`src/verilog/bocr_regs.vh`:
```
// Purpose: Register offsets, field positions, reset values and timing counts of the boost output control block.
// Assumes: Included by its bare name from the design files of the block.
// Notes: Addresses are seven bits wide, data is eight bits wide.
`ifndef BOCR_REGS_VH
`define BOCR_REGS_VH

// Register offsets.
`define BOCR_ADDR_FUNC_CTRL 7'h00
`define BOCR_ADDR_OUT1_TARGET 7'h03
`define BOCR_ADDR_OUT2_TARGET 7'h04
`define BOCR_ADDR_OUT1_OV_LIMIT 7'h05
`define BOCR_ADDR_OUT2_OV_LIMIT 7'h06
`define BOCR_ADDR_OUT1_PEAK_LIMIT 7'h07
`define BOCR_ADDR_OUT2_PEAK_LIMIT 7'h08
`define BOCR_ADDR_CS_COUNT_LO 7'h41
`define BOCR_ADDR_CS_COUNT_HI 7'h42

// Function control field positions.
`define BOCR_FC_CONFIGURATION_DONE 0
`define BOCR_FC_OUTPUT1_ENABLE 1
`define BOCR_FC_OUTPUT2_ENABLE 2
`define BOCR_FC_CS_LOW_COUNT_ENABLE 3
`define BOCR_FC_IMPL_MASK 8'h0F

// Reset values and code limits.
`define BOCR_RST_FUNC_CTRL 8'h00
`define BOCR_RST_CODE 8'h00
`define BOCR_CODE_OFF 8'h00
`define BOCR_PEAK_CODE_MAX 8'h80

// Serial frame layout: one direction bit, seven address bits, eight data bits.
`define BOCR_FRAME_BITS 5'h10
`define BOCR_CMD_BITS 5'h08
`define BOCR_FRAME_READ_BIT 15

// Gate supply start-up time in microseconds and clock rate in MHz.
`define BOCR_GS_STARTUP_US 100
`define BOCR_CLK_MHZ 125

`endif

```
`src/verilog/bocr_sync.v`:
```
// Purpose: Two flip-flop synchroniser for a group of asynchronous comparator levels.
// Assumes: Each bit is an independent level; no bus coherence is needed.
// Notes: The first stage feeds only the second stage.
`timescale 1ns/1ns
`default_nettype none

module bocr_sync #(
    parameter WIDTH = 2
) (
    input wire i_clk,
    input wire i_rst_b,
    input wire [WIDTH-1:0] i_async,
    output wire [WIDTH-1:0] o_sync
);

    // First and second stages of the synchroniser.
    reg [WIDTH-1:0] meta_reg;
    reg [WIDTH-1:0] sync_reg;

    genvar g;
    generate
        for (g = 0; g < WIDTH; g = g + 1) begin : g_bit
            // Each bit passes two flops before anyone looks at it.
            always @(posedge i_clk or negedge i_rst_b) begin
                if (!i_rst_b) begin
                    meta_reg[g] <= 1'b0;
                    sync_reg[g] <= 1'b0;
                end else begin
                    meta_reg[g] <= i_async[g];
                    sync_reg[g] <= meta_reg[g];
                end
            end
        end
    endgenerate

    assign o_sync = sync_reg;

endmodule

`default_nettype wire

```
`src/verilog/bocr_top.v`:
```
// Purpose: Control registers of a two-output boost converter and the gate drive gating that depends on them.
// Assumes: Serial port pins and drive inputs are synchronous to I_REF_CLK; comparators are asynchronous.
// Notes: Serial port is mode 0, most significant bit first, sixteen bits per frame.
`timescale 1ns/1ns
`default_nettype none
`include "bocr_regs.vh"

// What this block does
// - Output 1 target code zero turns output off.
// - Output 2 target code zero turns output off.
// - Hold gate still while output above limit.
// - Resume gate toggling once output drops below limit.
// - Output 1 limit code zero turns output off.
// - Output 2 limit code zero turns output off.
// - Peak current ends gate pulse until next cycle.
// - Slope compensation stays active during current limit.
// - Function bit 1 enables output 1 in operation.
// - Function bit 2 enables output 2 in operation.
// - Gate supply regulator on when any output on.
// - Gates switch after start-up time and supply good.
// - Function bit 0 selects configuration or operation mode.
// - Function bit 3 enables chip select low counting.
// - Count chip select low time; clear freezes count.
module bocr_top #(
    parameter STARTUP_CYCLES = `BOCR_GS_STARTUP_US * `BOCR_CLK_MHZ,
    parameter STARTUP_WIDTH = 16,
    parameter COUNT_WIDTH = 16
) (
    input wire I_REF_CLK,
    input wire I_RST_B,
    input wire I_SPI_CS_B,
    input wire I_SPI_SCK,
    input wire I_SPI_SDI,
    input wire [1:0] I_PWM,
    input wire [1:0] I_CYCLE_START,
    input wire [1:0] I_OV_CMP,
    input wire [1:0] I_ILIM_CMP,
    input wire I_GATE_SUPPLY_GOOD,
    output reg O_SPI_SDO,
    output reg O_SPI_SDO_OE,
    output reg [1:0] O_GATE,
    output reg [1:0] O_SLOPE_COMP_EN,
    output reg O_GATE_SUPPLY_EN,
    output reg [7:0] O_OUT1_TARGET,
    output reg [7:0] O_OUT2_TARGET,
    output reg [7:0] O_OUT1_OV_LIMIT,
    output reg [7:0] O_OUT2_OV_LIMIT,
    output reg [7:0] O_OUT1_PEAK_LIMIT,
    output reg [7:0] O_OUT2_PEAK_LIMIT
);

    // Start-up wait as a sized terminal count.
    // The integer form is cut to the counter width on purpose; the default fits in sixteen bits.
    localparam integer STARTUP_LAST_INT = STARTUP_CYCLES - 1;
    localparam [STARTUP_WIDTH-1:0] STARTUP_LAST = STARTUP_LAST_INT[STARTUP_WIDTH-1:0];

    // Reset value of the implemented function control bits; the reserved upper nibble is dropped.
    localparam [7:0] FUNC_CTRL_RST = `BOCR_RST_FUNC_CTRL;
    localparam [3:0] FUNC_CTRL_RST_LOW = FUNC_CTRL_RST[3:0];

    // Function control bits that are implemented; bits 7 to 4 are not stored.
    reg [3:0] func_ctrl_reg;
    // Serial port edge detection and frame state.
    reg sck_q_reg;
    reg csb_q_reg;
    reg [4:0] bit_cnt_reg;
    reg [15:0] rx_shift_reg;
    reg [7:0] tx_shift_reg;
    // Chip select low counter and its per-frame arming flag.
    reg [COUNT_WIDTH-1:0] cs_low_count_value_reg;
    reg cs_count_armed_reg;
    // Gate supply start-up counter and ready flag.
    reg [STARTUP_WIDTH-1:0] startup_cnt_reg;
    reg gates_ready_reg;
    // Per-phase latch of a peak current hit within the switching cycle.
    reg [1:0] ilim_hit_reg;

    // Synchronised comparator levels.
    wire [1:0] ov_sync;
    wire [1:0] ilim_sync;

    // Decoded serial port events.
    wire sck_rise = I_SPI_SCK & ~sck_q_reg;
    wire sck_fall = ~I_SPI_SCK & sck_q_reg;
    wire csb_fall = ~I_SPI_CS_B & csb_q_reg;
    wire frame_act = ~I_SPI_CS_B;
    wire [15:0] rx_word = {rx_shift_reg[14:0], I_SPI_SDI};
    wire cmd_done = frame_act & sck_rise & (bit_cnt_reg == `BOCR_CMD_BITS - 5'h01);
    wire frame_done = frame_act & sck_rise & (bit_cnt_reg == `BOCR_FRAME_BITS - 5'h01);
    wire wr_strobe = frame_done & ~rx_word[`BOCR_FRAME_READ_BIT];
    wire [6:0] wr_addr = rx_word[14:8];
    wire [7:0] wr_data = rx_word[7:0];
    // The address of a read is the low seven bits of the first byte.
    wire [6:0] rd_addr = rx_word[6:0];

    // Mode and per-output on conditions.
    wire cfg_done = func_ctrl_reg[`BOCR_FC_CONFIGURATION_DONE];
    wire [1:0] out_on;
    reg [7:0] rd_data;
    reg [7:0] peak_wr_data;

    // Comparator levels cross into the oscillator domain first.
    bocr_sync #(
        .WIDTH(4)
    ) bocr_sync_i (
        .i_clk(I_REF_CLK),
        .i_rst_b(I_RST_B),
        .i_async({I_ILIM_CMP, I_OV_CMP}),
        .o_sync({ilim_sync, ov_sync})
    );

    // An output runs only in operation mode with its enable and non-zero codes.
    assign out_on[0] = cfg_done & func_ctrl_reg[`BOCR_FC_OUTPUT1_ENABLE]
        & (O_OUT1_TARGET != `BOCR_CODE_OFF)
        & (O_OUT1_OV_LIMIT != `BOCR_CODE_OFF);
    assign out_on[1] = cfg_done & func_ctrl_reg[`BOCR_FC_OUTPUT2_ENABLE]
        & (O_OUT2_TARGET != `BOCR_CODE_OFF)
        & (O_OUT2_OV_LIMIT != `BOCR_CODE_OFF);

    // Read data multiplexer; unmapped addresses and reserved bits read zero.
    always @* begin
        case (rd_addr)
            `BOCR_ADDR_FUNC_CTRL: rd_data = {4'h0, func_ctrl_reg};
            `BOCR_ADDR_OUT1_TARGET: rd_data = O_OUT1_TARGET;
            `BOCR_ADDR_OUT2_TARGET: rd_data = O_OUT2_TARGET;
            `BOCR_ADDR_OUT1_OV_LIMIT: rd_data = O_OUT1_OV_LIMIT;
            `BOCR_ADDR_OUT2_OV_LIMIT: rd_data = O_OUT2_OV_LIMIT;
            `BOCR_ADDR_OUT1_PEAK_LIMIT: rd_data = O_OUT1_PEAK_LIMIT;
            `BOCR_ADDR_OUT2_PEAK_LIMIT: rd_data = O_OUT2_PEAK_LIMIT;
            `BOCR_ADDR_CS_COUNT_LO: rd_data = cs_low_count_value_reg[7:0];
            `BOCR_ADDR_CS_COUNT_HI: rd_data = cs_low_count_value_reg[15:8];
            default: rd_data = 8'h00;
        endcase
    end

    // Peak current codes above the largest permitted code are clamped to it.
    always @* begin
        if (wr_data > `BOCR_PEAK_CODE_MAX) begin
            peak_wr_data = `BOCR_PEAK_CODE_MAX;
        end else begin
            // Codes up to the largest permitted one are kept as written.
            peak_wr_data = wr_data;
        end
    end

    // Serial port framing: bit counter, receive shift and transmit shift.
    always @(posedge I_REF_CLK or negedge I_RST_B) begin
        if (!I_RST_B) begin
            // Chip select rests high and the serial clock low, so no false edge follows reset.
            sck_q_reg <= 1'b0;
            csb_q_reg <= 1'b1;
            bit_cnt_reg <= 5'h00;
            rx_shift_reg <= 16'h0000;
            tx_shift_reg <= 8'h00;
            O_SPI_SDO <= 1'b0;
            O_SPI_SDO_OE <= 1'b0;
        end else begin
            sck_q_reg <= I_SPI_SCK;
            csb_q_reg <= I_SPI_CS_B;
            // Data out is driven only while the frame is selected.
            O_SPI_SDO_OE <= frame_act;
            if (!frame_act) begin
                // Deselect aborts any partial frame.
                bit_cnt_reg <= 5'h00;
                O_SPI_SDO <= 1'b0;
            end else if (sck_rise) begin
                // Sample data in on the rising clock edge.
                rx_shift_reg <= rx_word;
                if (frame_done) begin
                    // A complete frame lets a following frame start in the same select.
                    bit_cnt_reg <= 5'h00;
                end else begin
                    bit_cnt_reg <= bit_cnt_reg + 5'h01;
                end
                if (cmd_done) begin
                    // Read data is loaded once the address byte is complete.
                    // Write frames load it too; the master ignores those bits.
                    tx_shift_reg <= rd_data;
                end
            end else if (sck_fall) begin
                // Shift data out on the falling clock edge.
                O_SPI_SDO <= tx_shift_reg[7];
                tx_shift_reg <= {tx_shift_reg[6:0], 1'b0};
            end
        end
    end

    // Register writes; the lock blocks all but function control in operation mode.
    always @(posedge I_REF_CLK or negedge I_RST_B) begin
        if (!I_RST_B) begin
            // All codes reset to zero, which keeps both outputs off.
            func_ctrl_reg <= FUNC_CTRL_RST_LOW;
            O_OUT1_TARGET <= `BOCR_RST_CODE;
            O_OUT2_TARGET <= `BOCR_RST_CODE;
            O_OUT1_OV_LIMIT <= `BOCR_RST_CODE;
            O_OUT2_OV_LIMIT <= `BOCR_RST_CODE;
            O_OUT1_PEAK_LIMIT <= `BOCR_RST_CODE;
            O_OUT2_PEAK_LIMIT <= `BOCR_RST_CODE;
        end else if (wr_strobe) begin
            if (wr_addr == `BOCR_ADDR_FUNC_CTRL) begin
                // Reserved upper bits are dropped.
                func_ctrl_reg <= wr_data[3:0];
            end else if (!cfg_done) begin
                // Configuration mode: no lock.
                case (wr_addr)
                    `BOCR_ADDR_OUT1_TARGET: O_OUT1_TARGET <= wr_data;
                    `BOCR_ADDR_OUT2_TARGET: O_OUT2_TARGET <= wr_data;
                    `BOCR_ADDR_OUT1_OV_LIMIT: O_OUT1_OV_LIMIT <= wr_data;
                    `BOCR_ADDR_OUT2_OV_LIMIT: O_OUT2_OV_LIMIT <= wr_data;
                    `BOCR_ADDR_OUT1_PEAK_LIMIT: O_OUT1_PEAK_LIMIT <= peak_wr_data;
                    `BOCR_ADDR_OUT2_PEAK_LIMIT: O_OUT2_PEAK_LIMIT <= peak_wr_data;
                    // Count registers and unmapped addresses take no write.
                    default: ;
                endcase
            end
        end
    end

    // Chip select low time counter, armed at each select while the feature is enabled.
    always @(posedge I_REF_CLK or negedge I_RST_B) begin
        if (!I_RST_B) begin
            // The counter starts at zero and disarmed.
            cs_low_count_value_reg <= {COUNT_WIDTH{1'b0}};
            cs_count_armed_reg <= 1'b0;
        end else if (csb_fall) begin
            // A new frame restarts the count only when counting is enabled.
            cs_count_armed_reg <= func_ctrl_reg[`BOCR_FC_CS_LOW_COUNT_ENABLE];
            if (func_ctrl_reg[`BOCR_FC_CS_LOW_COUNT_ENABLE]) begin
                cs_low_count_value_reg <= {{(COUNT_WIDTH-1){1'b0}}, 1'b1};
            end
        end else if (frame_act & cs_count_armed_reg) begin
            // The frame that clears the enable is still measured whole, then frozen.
            if (cs_low_count_value_reg != {COUNT_WIDTH{1'b1}}) begin
                cs_low_count_value_reg <= cs_low_count_value_reg + {{(COUNT_WIDTH-1){1'b0}}, 1'b1};
            end
        end else if (!frame_act) begin
            // Deselect disarms the counter so a later frame with the enable clear leaves it frozen.
            cs_count_armed_reg <= 1'b0;
        end
    end

    // Gate supply regulator and start-up wait before any gate may switch.
    always @(posedge I_REF_CLK or negedge I_RST_B) begin
        if (!I_RST_B) begin
            O_GATE_SUPPLY_EN <= 1'b0;
            startup_cnt_reg <= {STARTUP_WIDTH{1'b0}};
            gates_ready_reg <= 1'b0;
        end else begin
            // Regulator runs whenever either output is on.
            O_GATE_SUPPLY_EN <= |out_on;
            if (!O_GATE_SUPPLY_EN) begin
                // Regulator off: the wait starts over at the next turn-on.
                startup_cnt_reg <= {STARTUP_WIDTH{1'b0}};
                gates_ready_reg <= 1'b0;
            end else if (startup_cnt_reg != STARTUP_LAST) begin
                startup_cnt_reg <= startup_cnt_reg + {{(STARTUP_WIDTH-1){1'b0}}, 1'b1};
                gates_ready_reg <= 1'b0;
            end else begin
                // Start-up time has elapsed; switching also needs supply good.
                // A drop of supply good stops the gates at once without a new wait.
                gates_ready_reg <= I_GATE_SUPPLY_GOOD;
            end
        end
    end

    // Per-phase gate gating by overvoltage and cycle-by-cycle peak current limit.
    genvar p;
    generate
        for (p = 0; p < 2; p = p + 1) begin : g_phase
            // Peak code of this phase; zero keeps the phase idle.
            wire [7:0] peak_code = (p == 0) ? O_OUT1_PEAK_LIMIT : O_OUT2_PEAK_LIMIT;
            // The phase may run only after start-up with its output fully enabled.
            wire run = gates_ready_reg & out_on[p] & (peak_code != `BOCR_CODE_OFF);

            always @(posedge I_REF_CLK or negedge I_RST_B) begin
                if (!I_RST_B) begin
                    // Gates rest low so no switching follows reset.
                    ilim_hit_reg[p] <= 1'b0;
                    O_GATE[p] <= 1'b0;
                    O_SLOPE_COMP_EN[p] <= 1'b0;
                end else begin
                    // A hit holds the gate off until the next cycle; a hit wins over the restart.
                    if (ilim_sync[p]) begin
                        ilim_hit_reg[p] <= 1'b1;
                    end else if (I_CYCLE_START[p]) begin
                        ilim_hit_reg[p] <= 1'b0;
                    end
                    // Gate held low above the limit and toggles again below it.
                    O_GATE[p] <= run & I_PWM[p] & ~ov_sync[p] & ~ilim_sync[p] & ~ilim_hit_reg[p];
                    // Slope compensation is not dropped by the current limit.
                    O_SLOPE_COMP_EN[p] <= run;
                end
            end
        end
    endgenerate

endmodule

`default_nettype wire

```
`config.mk`:
```
export PLATFORM = sky130hd
export DESIGN_NAME = bocr_top
export DESIGN_NICKNAME = d
export VERILOG_FILES = /design/src/verilog/bocr_sync.v /design/src/verilog/bocr_top.v
export VERILOG_INCLUDE_DIRS = /design/src /design/src/verilog
export SDC_FILE = /design/constraint.sdc
export NUM_CORES = 1
export LEC_CHECK = 0
export BUFFER_PORTS_ARGS = -buffer_cell sky130_fd_sc_hd__buf_2
export CORE_AREA = 2 2 109 111
export DETAILED_ROUTE_END_ITERATION = 12
export DIE_AREA = 0 0 111 113
export PLACE_DENSITY = 0.78
export SETUP_SLACK_MARGIN = 0.4
export SYNTH_ARGS = -nofsm -noshare
export SYNTH_HDL_FRONTEND = slang
export SYNTH_HIERARCHICAL = 1
export SYNTH_SLANG_ARGS = --single-unit
```
`constraint.sdc`:
```
create_clock -name I_REF_CLK -period 2.8 [get_ports I_REF_CLK]
set_input_delay 0.28 -clock I_REF_CLK [delete_from_list [all_inputs] [get_ports I_REF_CLK]]
set_output_delay 0.28 -clock I_REF_CLK [all_outputs]
set_load 0.02 [all_outputs]
```
==> results.yml, run 1 <==
synthesis:
  syn_inst: 601
  synth_xor_area_frac: 0.0321
  ys_types: 67
  synth-compound-area-share: 0.0956
  synth_top_cell_by_area: "dfrtp_1"
  synth-simple-area-share: 0.194
  netlist_top_cells_count: "dfrtp_1 (132), mux2_2 (65), nand2_1 (44)"
  synth.mux.area_fraction: 0.135
  yosys.area.top_type_share: 0.505
  ys.flop_type: "dfrtp_1"
  async_reset_ff_frac: 1.00
  synthAdderAreaFrac: 0.00574
  post-synth-top-count-cell: "dfrtp_1"
  synth_seq_cells: 133
  synth_area_leaders: "dfrtp_1 (50%), mux2_2 (11%), nand2_1 (2.5%)"
  seq_area_frac_synth: 0.509
  synth_top_family_by_area: "simple AND/OR/NAND/NOR gates"
  syn_nets: 618
  netlist_area_sq_um: 6540
  yosysWarnings: 6
  synth_edf_count: 0
  synth.avg_cell_area_sq_um: 10.9
finish:
  drive_above_1_share: 0.287
  layout.nets: 694
  area_growth_pct: 18.6
  postLayoutCellArea_sq_um: 7760
  fillers: 814
  antennaDiodeCount: 0
placed_design:
  finalWeightedCongestion: 0.929
  dp_hpwl_microns: 11800
  port-buffer-count: 68
  place_area_sq_um: 7040
sta:
  relSlewSlack: 0.477
  setup_viol_count_final: 0
  fmax_mhz: 429
  min_period_ns: 2.33
  grt_setup_unrepaired: "false"
  fin_crit_sh: 0.832
  final.setup.tns_ns: 0
  tightest_slew_ns: 0.777
  drv_slew: 0
  clock_skew_ns: 0.00925
  finalHoldViolCount: 0
setup_path:
  start_kind: "flop"
  reg2reg_depth: 5
  rrSetupSlack_ns: 0.47
  cp_cell_sequence: "nor2b_1 -> and2_1 -> a32oi_1 -> a311o_1 -> a31oi_1"
  critPathRequiredTime_ns: 3.13
  crit_arrival_ns: 2.66
  critPathKind: "reg2reg"
  critPathMaxFanout: 17
  max_stage_delay_ns: 0.75
  r2r_end: "tx_shift_reg[5]$_DFFE_PN0P_"
  reg2reg_from: "rx_shift_reg[1]$_DFFE_PN0P_"
  worst_setup_path_end_kind: "flop"
  slowest_stage: "dfrtp_1"
global_routing:
  track_usage: 0.279
  antenna_found_initial: 0
  grt_max_degree: 49
  grt_pass1_wl_microns: 27200
  first_global_vias: 5150
  grt_overflow: 0
die:
  io_pins: 69
  die_h_microns: 113
  start_util: 0.580
  fp.coreArea_sq_um: 11300
  fp.dieW_microns: 111
  rows: 39
  dieArea_sq_um: 12500
clock_tree:
  htree_num_levels: 4
  numCtsBuffers: 17
  cts.sinks: 133
  clock_latency_ns: 0.42
  cts_tree: "done"
  cts_root_buf: "clkbuf_16"
  cts_buffer_depth: 2
  path_clk_slew_ns: 0.06
power_and_ir_drop:
  p_leak_nw: 3.66
  power-per-cell-area_nw_per_um2: 660
  ir_drop_mv: 0.633
drt:
  wl_per_cell_microns: 20.2
  vias: 5219
  drtPass1Iterations: 5
  drtIter0Drc: 456
  antenna_left: 0
  wl_met1_microns: 7300
  wirelength_microns: 16800
  maxUsedRoutingLayer: "met4"
  dr_wl_met3_microns: 1160
  vias_per_cell: 6.27
  drc: 0
  route.met2.wl_microns: 7780
run_status:
  status: "complete, no violations"
min_path:
  hold_path_depth: 2
  hold_end: "gates_ready_reg$_DFF_PN0_"
  worstHoldStart: "I_GATE_SUPPLY_GOOD"
  hold_path_class: "in2reg"
run:
  cap_violations: 0
==> layout make-up <==
| type | count | area [sq um] | area share |
|---|---|---|---|
| Sequential cell | 133 | 3330 | 0.429 |
| Multi-Input combinational cell | 421 | 3040 | 0.392 |
| Timing Repair Buffer | 91 | 581 | 0.0748 |
| Clock buffer | 18 | 429 | 0.0553 |
| Tap cell | 143 | 179 | 0.0231 |
| Clock inverter | 14 | 151 | 0.0195 |
| Inverter | 13 | 48.8 | 0.00629 |
==> power breakdown <==
group / total [mW] / internal [mW] / switching [mW]
sequential: 2.31 / 2.02 / 0.292
combinational: 0.621 / 0.270 / 0.351
clock: 2.19 / 1.32 / 0.872
total: 5.12 / 3.61 / 1.52
==> per-stage QoR <==
step / setup slack [ns] / std cells / hold slack [ns] / total power [mW] / util
after CTS: 0.412 / 829 / 0.0853 / 5.12 / 0.681
final: 0.470 / 833 / 0.100 / 5.12 / 0.688
after global routing: 0.405 / 833 / 0.0893 / 5.30 / 0.688
after floorplan: 0.658 / 601 / -0.0156 / 2.65 / -
after detailed placement: 0.432 / 791 / 0.328 / 2.92 / 0.624
after global placement: 0.524 / 791 / 0.317 / 2.90 / 0.624
==> cell usage in the layout (no fill, tap or decap), types with 4 or more instances in the layout <==
| cell | Yosys | layout |
|---|---|---|
| o21ai_0 | 20 | 20 |
| nand2_1 | 44 | 44 |
| clkbuf_16 | 0 | 17 |
| mux2i_1 | 15 | 15 |
| a31oi_1 | 4 | 4 |
| a21oi_1 | 17 | 17 |
| o2111ai_1 | 6 | 6 |
| xor2_1 | 10 | 10 |
| dfrtp_1 | 132 | 131 |
| nand3b_1 | 5 | 5 |
| inv_1 | 12 | 12 |
| xnor2_1 | 14 | 14 |
| nor2_1 | 41 | 41 |
| nor2b_1 | 12 | 12 |
| and3_1 | 6 | 6 |
| nor3b_1 | 4 | 4 |
| nor4_1 | 14 | 14 |
| inv_6 | 0 | 4 |
| o22ai_1 | 5 | 5 |
| buf_2 | 3 | 67 |
| buf_4 | 1 | 14 |
| dlygate4sd3_1 | 0 | 6 |
| and4b_1 | 4 | 4 |
| nand3_1 | 15 | 15 |
| and2_1 | 17 | 17 |
| nand2b_1 | 8 | 8 |
| a211oi_1 | 5 | 5 |
| nand4_1 | 12 | 12 |
| nor3_1 | 12 | 12 |
| buf_12 | 0 | 4 |
| a22oi_1 | 4 | 4 |
| or4_1 | 7 | 6 |
| mux2_2 | 65 | 65 |
==> routing by layer <==
metal / vias up / global-route usage
met5: - / 0
met4: 0 / 0.112
met3: 47 / 0.0755
met2: 231 / 0.421
met1: 2589 / 0.388
li1: 2352 / -
==> kinds of logic (layout without fill, tap and decap cells) <==
kind of cell / after synthesis / in the layout
fa+ha+maj: 3 / 3
simple gates: 222 / 222
compound gates: 92 / 92
xor+xnor: 24 / 24
mux: 80 / 80
buf+inv: 47 / 136
flops: 133 / 133
==> critical path, delay by kind of cell, from the launching register on <==
family / cells / cell delay [ns]
flops: 1 / 0.75
compound gates: 3 / 0.80
simple gates: 2 / 0.69
==> worst max-delay path by stage <==
stage | slack (ns) | to | cells after the start | start
2_1_floorplan | 0.66 | O_OUT2_OV_LIMIT[0]$_DFFE_PN0P_ | 5 | rx_shift_reg[12]$_DFFE_PN0P_
3_3_place_gp | 0.52 | O_OUT1_OV_LIMIT[7]$_DFFE_PN0P_ | 5 | rx_shift_reg[12]$_DFFE_PN0P_
3_5_place_dp | 0.43 | O_OUT2_OV_LIMIT[7]$_DFFE_PN0P_ | 5 | rx_shift_reg[12]$_DFFE_PN0P_
5_1_grt | 0.40 | O_OUT1_TARGET[0]$_DFFE_PN0P_ | 7 | I_SPI_SCK
6_report | 0.47 | tx_shift_reg[5]$_DFFE_PN0P_ | 5 | rx_shift_reg[1]$_DFFE_PN0P_
4_1_cts | 0.41 | O_OUT2_OV_LIMIT[7]$_DFFE_PN0P_ | 5 | rx_shift_reg[12]$_DFFE_PN0P_
==> repair_timing <==
item,CTS,global route
endpoints found under the setup margin,0,33
hold endpoints to repair,48,0
setup buffers,0,4
hold buffers,6,0
gates resized for setup,0,4
(Power assumes the default switching activity.)
==> inputs of run 2 (changes only) <==
--- a/config.mk
+++ b/config.mk
@@ -7,10 +7,10 @@
 export NUM_CORES = 1
 export LEC_CHECK = 0
 export BUFFER_PORTS_ARGS = -buffer_cell sky130_fd_sc_hd__buf_2
-export CORE_AREA = 2 2 109 111
+export CORE_AREA = 2 2 115 117
 export DETAILED_ROUTE_END_ITERATION = 12
-export DIE_AREA = 0 0 111 113
-export PLACE_DENSITY = 0.78
+export DIE_AREA = 0 0 117 119
+export PLACE_DENSITY = 0.74
 export SETUP_SLACK_MARGIN = 0.4
 export SYNTH_ARGS = -nofsm -noshare
 export SYNTH_HDL_FRONTEND = slang
==> constraint.sdc (replaced) <==
create_clock -name I_REF_CLK -period 1.9 [get_ports I_REF_CLK]
set_input_delay 0.19 -clock I_REF_CLK [delete_from_list [all_inputs] [get_ports I_REF_CLK]]
set_output_delay 0.19 -clock I_REF_CLK [all_outputs]
set_load 0.02 [all_outputs]
==> run 2 against run 1 <==
Net effect: the run now ends with hold timing, setup timing left; critical path depth rose by 1; fmax increased by 7.8%; setup slack worse by 0.73 ns; die area rose by 11%; wire length is 26% higher; worst hold slack lost 0.15 ns; non-clock buffer count rose by 114; cell count up 18%.
==> results.yml, run 2 (same netlist as run 1, synthesis figures left out) <==
power_and_ir_drop:
  p_leak_nw: 4.57
  power-per-cell-area_nw_per_um2: 898
  totalPowerFinal_mw: 8.84
  ir_drop_mv: 0.757
finish:
  fillers: 749
  area_growth_pct: 50.4
  postLayoutCellArea_sq_um: 9840
  layout.nets: 808
  final_common_cell: "dfrtp_1"
  fin_cells: 980
  antennaDiodeCount: 0
  drive_above_1_share: 0.509
  final_cell_mix: "dfrtp_1 (120), buf_4 (91), buf_2 (67), nand2_1 (40), mux2_4 (40)"
  utilization: 0.764
setup_path:
  crit_path_start: "rx_shift_reg[12]$_DFFE_PN0P_"
  critPathKind: "reg2reg"
  slowest_stage: "or4_4"
  critPathMaxFanout: 8
  critPathRequiredTime_ns: 2.21
  crit_end: "O_OUT2_OV_LIMIT[5]$_DFFE_PN0P_"
  worst_setup_path_end_kind: "flop"
  reg2reg_depth: 6
  start_kind: "flop"
  cp_cell_sequence: "or4_4 -> nor3_4 -> nand4_4 -> nor3b_4 -> buf_12 -> mux2_2"
  r2r_end: "O_OUT2_OV_LIMIT[5]$_DFFE_PN0P_"
  rrSetupSlack_ns: -0.26
  crit_arrival_ns: 2.47
  reg2reg_from: "rx_shift_reg[12]$_DFFE_PN0P_"
  max_stage_delay_ns: 0.55
clock_tree:
  path_clk_slew_ns: 0.06
  cts.sinks: 133
  postCtsHoldBufs: 7
  htree_num_levels: 4
  clock_latency_ns: 0.43
  cts_buffer_depth: 2
  cts_tree: "done"
  cts_root_buf: "clkbuf_16"
  numCtsBuffers: 17
drt:
  drc: 0
  vias_per_cell: 6.00
  antenna_left: 0
  wl_per_cell_microns: 21.7
  drtPass1Iterations: 5
  vias: 5877
  drtIter0Drc: 623
  wirelength_microns: 21200
sta:
  relSlewSlack: 0.596
  fin_crit_sh: 1.14
  fmax_mhz: 463
  fin_ws_ns: -0.262
  setup_viol_count_final: 49
  clock_skew_ns: 0.00748
  finalHoldViolCount: 1
  hold_slack_ns: -0.0483
  drv_slew: 0
  grt_setup_unrepaired: "true"
  min_period_ns: 2.16
  tightest_slew_ns: 0.606
die:
  dieArea_sq_um: 13900
  fp.coreArea_sq_um: 12900
  io_pins: 69
  fp.dieW_microns: 117
  die_h_microns: 119
  rows: 42
  start_util: 0.508
global_routing:
  grt_overflow: 0
  first_global_vias: 5920
  antenna_found_initial: 0
  grt_pass1_wl_microns: 32000
  grt_max_degree: 47
  track_usage: 0.303
run:
  cap_violations: 0
placed_design:
  finalWeightedCongestion: 0.902
  dp_hpwl_microns: 13300
  placed_cells: 885
  port-buffer-count: 68
  place_area_sq_um: 7860
  dpl_worst_slack_ns: -0.305
run_status:
  status: "finished, violations left"
  violations: "hold timing, setup timing"
min_path:
  hold_path_class: "in2reg"
  worstHoldStart: "I_SPI_CS_B"
-- run 2: final cells by class --
class	count	area, sq um	area share
multi-input combinational	421	3940	0.400
tap	176	220	0.0224
inverter	13	48.8	0.00496
clock buffer	20	467	0.0474
clock inverter	12	168	0.0170
sequential	133	3340	0.340
timing repair buffer	205	1650	0.168
-- run 2: stage by stage --
stage               hold slack [ns]  setup TNS, ns
floorplan                    -0.106          -8.07
global placement              0.145          -9.09
detailed placement            0.144         -10.02
CTS                         -0.0597         -10.04
global route                -0.0687         -14.95
finish                      -0.0483          -9.89
-- run 2: worst min-delay path by stage --
stage	depth (start not counted)	slack (ns)	to
5_1_grt	1	-0.07	csb_q_reg$_DFF_PN1_
3_3_place_gp	1	0.14	bit_cnt_reg[2]$_DFFE_PN0P_
3_5_place_dp	1	0.14	bit_cnt_reg[3]$_DFFE_PN0P_
4_1_cts	1	-0.06	csb_q_reg$_DFF_PN1_
2_1_floorplan	0	-0.11	O_GATE[0]$_DFF_PN0_
6_report	1	-0.05	csb_q_reg$_DFF_PN1_
-- run 2: per-layer routing --
metal,wire (microns),GRT usage,vias up
li1,-,-,2581
met1,8600,0.408,2996
met2,10600,0.480,255
met3,1410,0.0718,45
met4,572,0.102,0
met5,0,0,-
-- run 2: timing repair --
action,4_1_cts,5_1_grt
gates cloned,1,0
endpoints found under the hold margin,30,1
buffers inserted,29,26
pin swaps,38,43
resized for setup,129,56
endpoints found under the setup margin,100,104
-- run 2: worst max-delay path: cells and delay by family (launching register included) --
family,cells,cell delay [ns]
buffers and inverters,1,0.16
flip-flops,1,0.37
multiplexers,1,0.33
AND/OR/NAND/NOR,4,1.20
-- run 2: where the power goes --
group	switching, mW	internal [mW]	total, mW
Combinational	1.02	1.02	2.04
Sequential	0.308	2.98	3.29
Clock	1.31	2.19	3.51
Total	2.64	6.20	8.84
==> inputs of run 3 (changes only) <==
--- a/config.mk
+++ b/config.mk
@@ -11,6 +11,7 @@
 export DETAILED_ROUTE_END_ITERATION = 12
 export DIE_AREA = 0 0 117 119
 export PLACE_DENSITY = 0.74
+export RECOVER_POWER = 100
 export SETUP_SLACK_MARGIN = 0.4
 export SYNTH_ARGS = -nofsm -noshare
 export SYNTH_HDL_FRONTEND = slang
==> run 3 against run 2 <==
Net effect: the run still ends with hold timing, setup timing left; fmax up 0.55%; register-to-register slack hardly changed; wire length hardly changed; clock power is essentially flat; critical path type unchanged; combinational power about the same; via count is 0.32% lower.
==> results.yml, run 3 (same netlist as run 1, synthesis figures left out) <==
setup_path:
  critPathMaxFanout: 8
  r2r_end: "O_OUT2_OV_LIMIT[5]$_DFFE_PN0P_"
  critPathRequiredTime_ns: 2.21
  reg2reg_from: "rx_shift_reg[12]$_DFFE_PN0P_"
  rrSetupSlack_ns: -0.25
  crit_arrival_ns: 2.46
  reg2reg_depth: 6
  critPathKind: "reg2reg"
  start_kind: "flop"
  worst_setup_path_end_kind: "flop"
die:
  dieArea_sq_um: 13900
  rows: 42
  start_util: 0.508
  fp.coreArea_sq_um: 12900
  io_pins: 69
  fp.dieW_microns: 117
  die_h_microns: 119
finish:
  final_common_cell: "dfrtp_1"
  area_growth_pct: 46.9
  multi_input_area_sq_um: 3870
  drive_above_1_share: 0.423
  fillers: 806
  register_area_sq_um: 3340
  antennaDiodeCount: 0
  final_cell_mix: "dfrtp_1 (122), buf_4 (88), clkbuf_1 (57), nand2_1 (41), nor2_1 (40)"
  layout.nets: 808
  fin_cells: 980
drt:
  wl_per_cell_microns: 21.6
  vias: 5858
  wirelength_microns: 21200
  drtIter0Drc: 672
  drtPass1Iterations: 6
  drc: 0
  vias_per_cell: 5.98
  antenna_left: 0
sta:
  clock_skew_ns: 0.00725
  setup_viol_count_final: 57
  fmax_mhz: 465
  fin_crit_sh: 1.13
  hold_slack_ns: -0.0490
  fin_ws_ns: -0.250
  relSlewSlack: 0.521
  grt_setup_unrepaired: "true"
  drv_slew: 0
  finalHoldViolCount: 1
  min_period_ns: 2.15
  tightest_slew_ns: 0.718
placed_design:
  placed_cells: 885
  dpl_worst_slack_ns: -0.305
  port-buffer-count: 68
  dp_hpwl_microns: 13300
  finalWeightedCongestion: 0.902
clock_tree:
  cts_tree: "done"
  postCtsHoldBufs: 7
  cts_root_buf: "clkbuf_16"
  htree_num_levels: 4
  numCtsBuffers: 17
  path_clk_slew_ns: 0.06
  clock_latency_ns: 0.43
  cts_buffer_depth: 2
  cts.sinks: 133
min_path:
  hold_path_depth: 1
  hold_end: "csb_q_reg$_DFF_PN1_"
  hold_path_class: "in2reg"
  worstHoldStart: "I_SPI_CS_B"
global_routing:
  antenna_found_initial: 0
  track_usage: 0.303
  grt_overflow: 0
  grt_max_degree: 47
  grt_pass1_wl_microns: 32000
  first_global_vias: 5920
run_status:
  status: "finished, violations left"
  violations: "hold timing, setup timing"
power_and_ir_drop:
  p_leak_nw: 4.26
  totalPowerFinal_mw: 8.80
  ir_drop_mv: 0.760
  power-per-cell-area_nw_per_um2: 916
run:
  cap_violations: 0
## run 3: cell types whose count changed in the layout (fill, tap and decap cells not counted), moves of 3 or more
| cell | delta |
|---|---|
| buf_2 | -55 |
| buf_12 | -3 |
| clkbuf_2 | +5 |
| and2_0 | +3 |
| buf_6 | -3 |
| and2_1 | -3 |
| clkbuf_1 | +57 |
| buf_4 | -3 |
## run 3: per-stage QoR
step	cell area (sq um)	util	hold slack, ns	setup TNS (ns)
2_1_floorplan	6850	-	-0.106	-8.07
3_3_place_gp	7860	0.611	0.145	-9.09
3_5_place_dp	7860	0.611	0.144	-10.02
4_1_cts	9390	0.729	-0.0597	-10.04
5_1_grt	9610	0.747	-0.0687	-16.92
6_report	9610	0.747	-0.0490	-10.29
## run 3: area by class of cell
class / instances / area share
flip-flops and latches: 133 / 0.348
well taps: 176 / 0.0229
multi-input cells: 421 / 0.403
inverters: 13 / 0.00508
clock buffers: 20 / 0.0485
repair buffers: 205 / 0.156
clock inverters: 12 / 0.0174
## run 3: routing by layer
metal / global-route usage / share of wire
met2: 0.480 / 0.50
met4: 0.102 / 0.029
met5: 0 / 0
met3: 0.0718 / 0.059
met1: 0.408 / 0.41
## run 3: how the worst max path moves through the flow
stage                                            start                              to  slack [ns]  cells after the start
after global placement    rx_shift_reg[12]$_DFFE_PN0P_  O_OUT2_OV_LIMIT[7]$_DFFE_PN0P_       -0.29                      6
after detailed placement  rx_shift_reg[12]$_DFFE_PN0P_  O_OUT1_OV_LIMIT[0]$_DFFE_PN0P_       -0.31                      6
after floorplan           rx_shift_reg[12]$_DFFE_PN0P_  O_OUT1_OV_LIMIT[0]$_DFFE_PN0P_       -0.22                      5
final                     rx_shift_reg[12]$_DFFE_PN0P_  O_OUT2_OV_LIMIT[5]$_DFFE_PN0P_       -0.25                      6
after CTS                 rx_shift_reg[12]$_DFFE_PN0P_  O_OUT2_OV_LIMIT[1]$_DFFE_PN0P_       -0.26                      6
after global routing      rx_shift_reg[12]$_DFFE_PN0P_  O_OUT2_OV_LIMIT[7]$_DFFE_PN0P_       -0.35                      6
## run 3: repair_timing
item	4_1_cts	5_1_grt
resized for setup	129	56
gates cloned	1	0
pin swaps	38	43
setup buffers	29	26
setup endpoints to repair	100	104
endpoints found under the hold margin	30	1
## run 3: report_power, final
part           leakage (nW)  total, mW  internal (mW)  switching [mW]
logic                  2.20       2.01          0.996            1.01
registers              1.75       3.29           2.98           0.307
clock network         0.302       3.51           2.19            1.31
total                  4.26       8.80           6.17            2.63
## run 3: critical path, stage by stage, from the launching register on
cell	delay, ns
dfrtp_1	0.37
or4_4	0.55
nor3_4	0.18
nand4_4	0.19
nor3b_4	0.26
buf_12	0.16
mux2_2	0.33
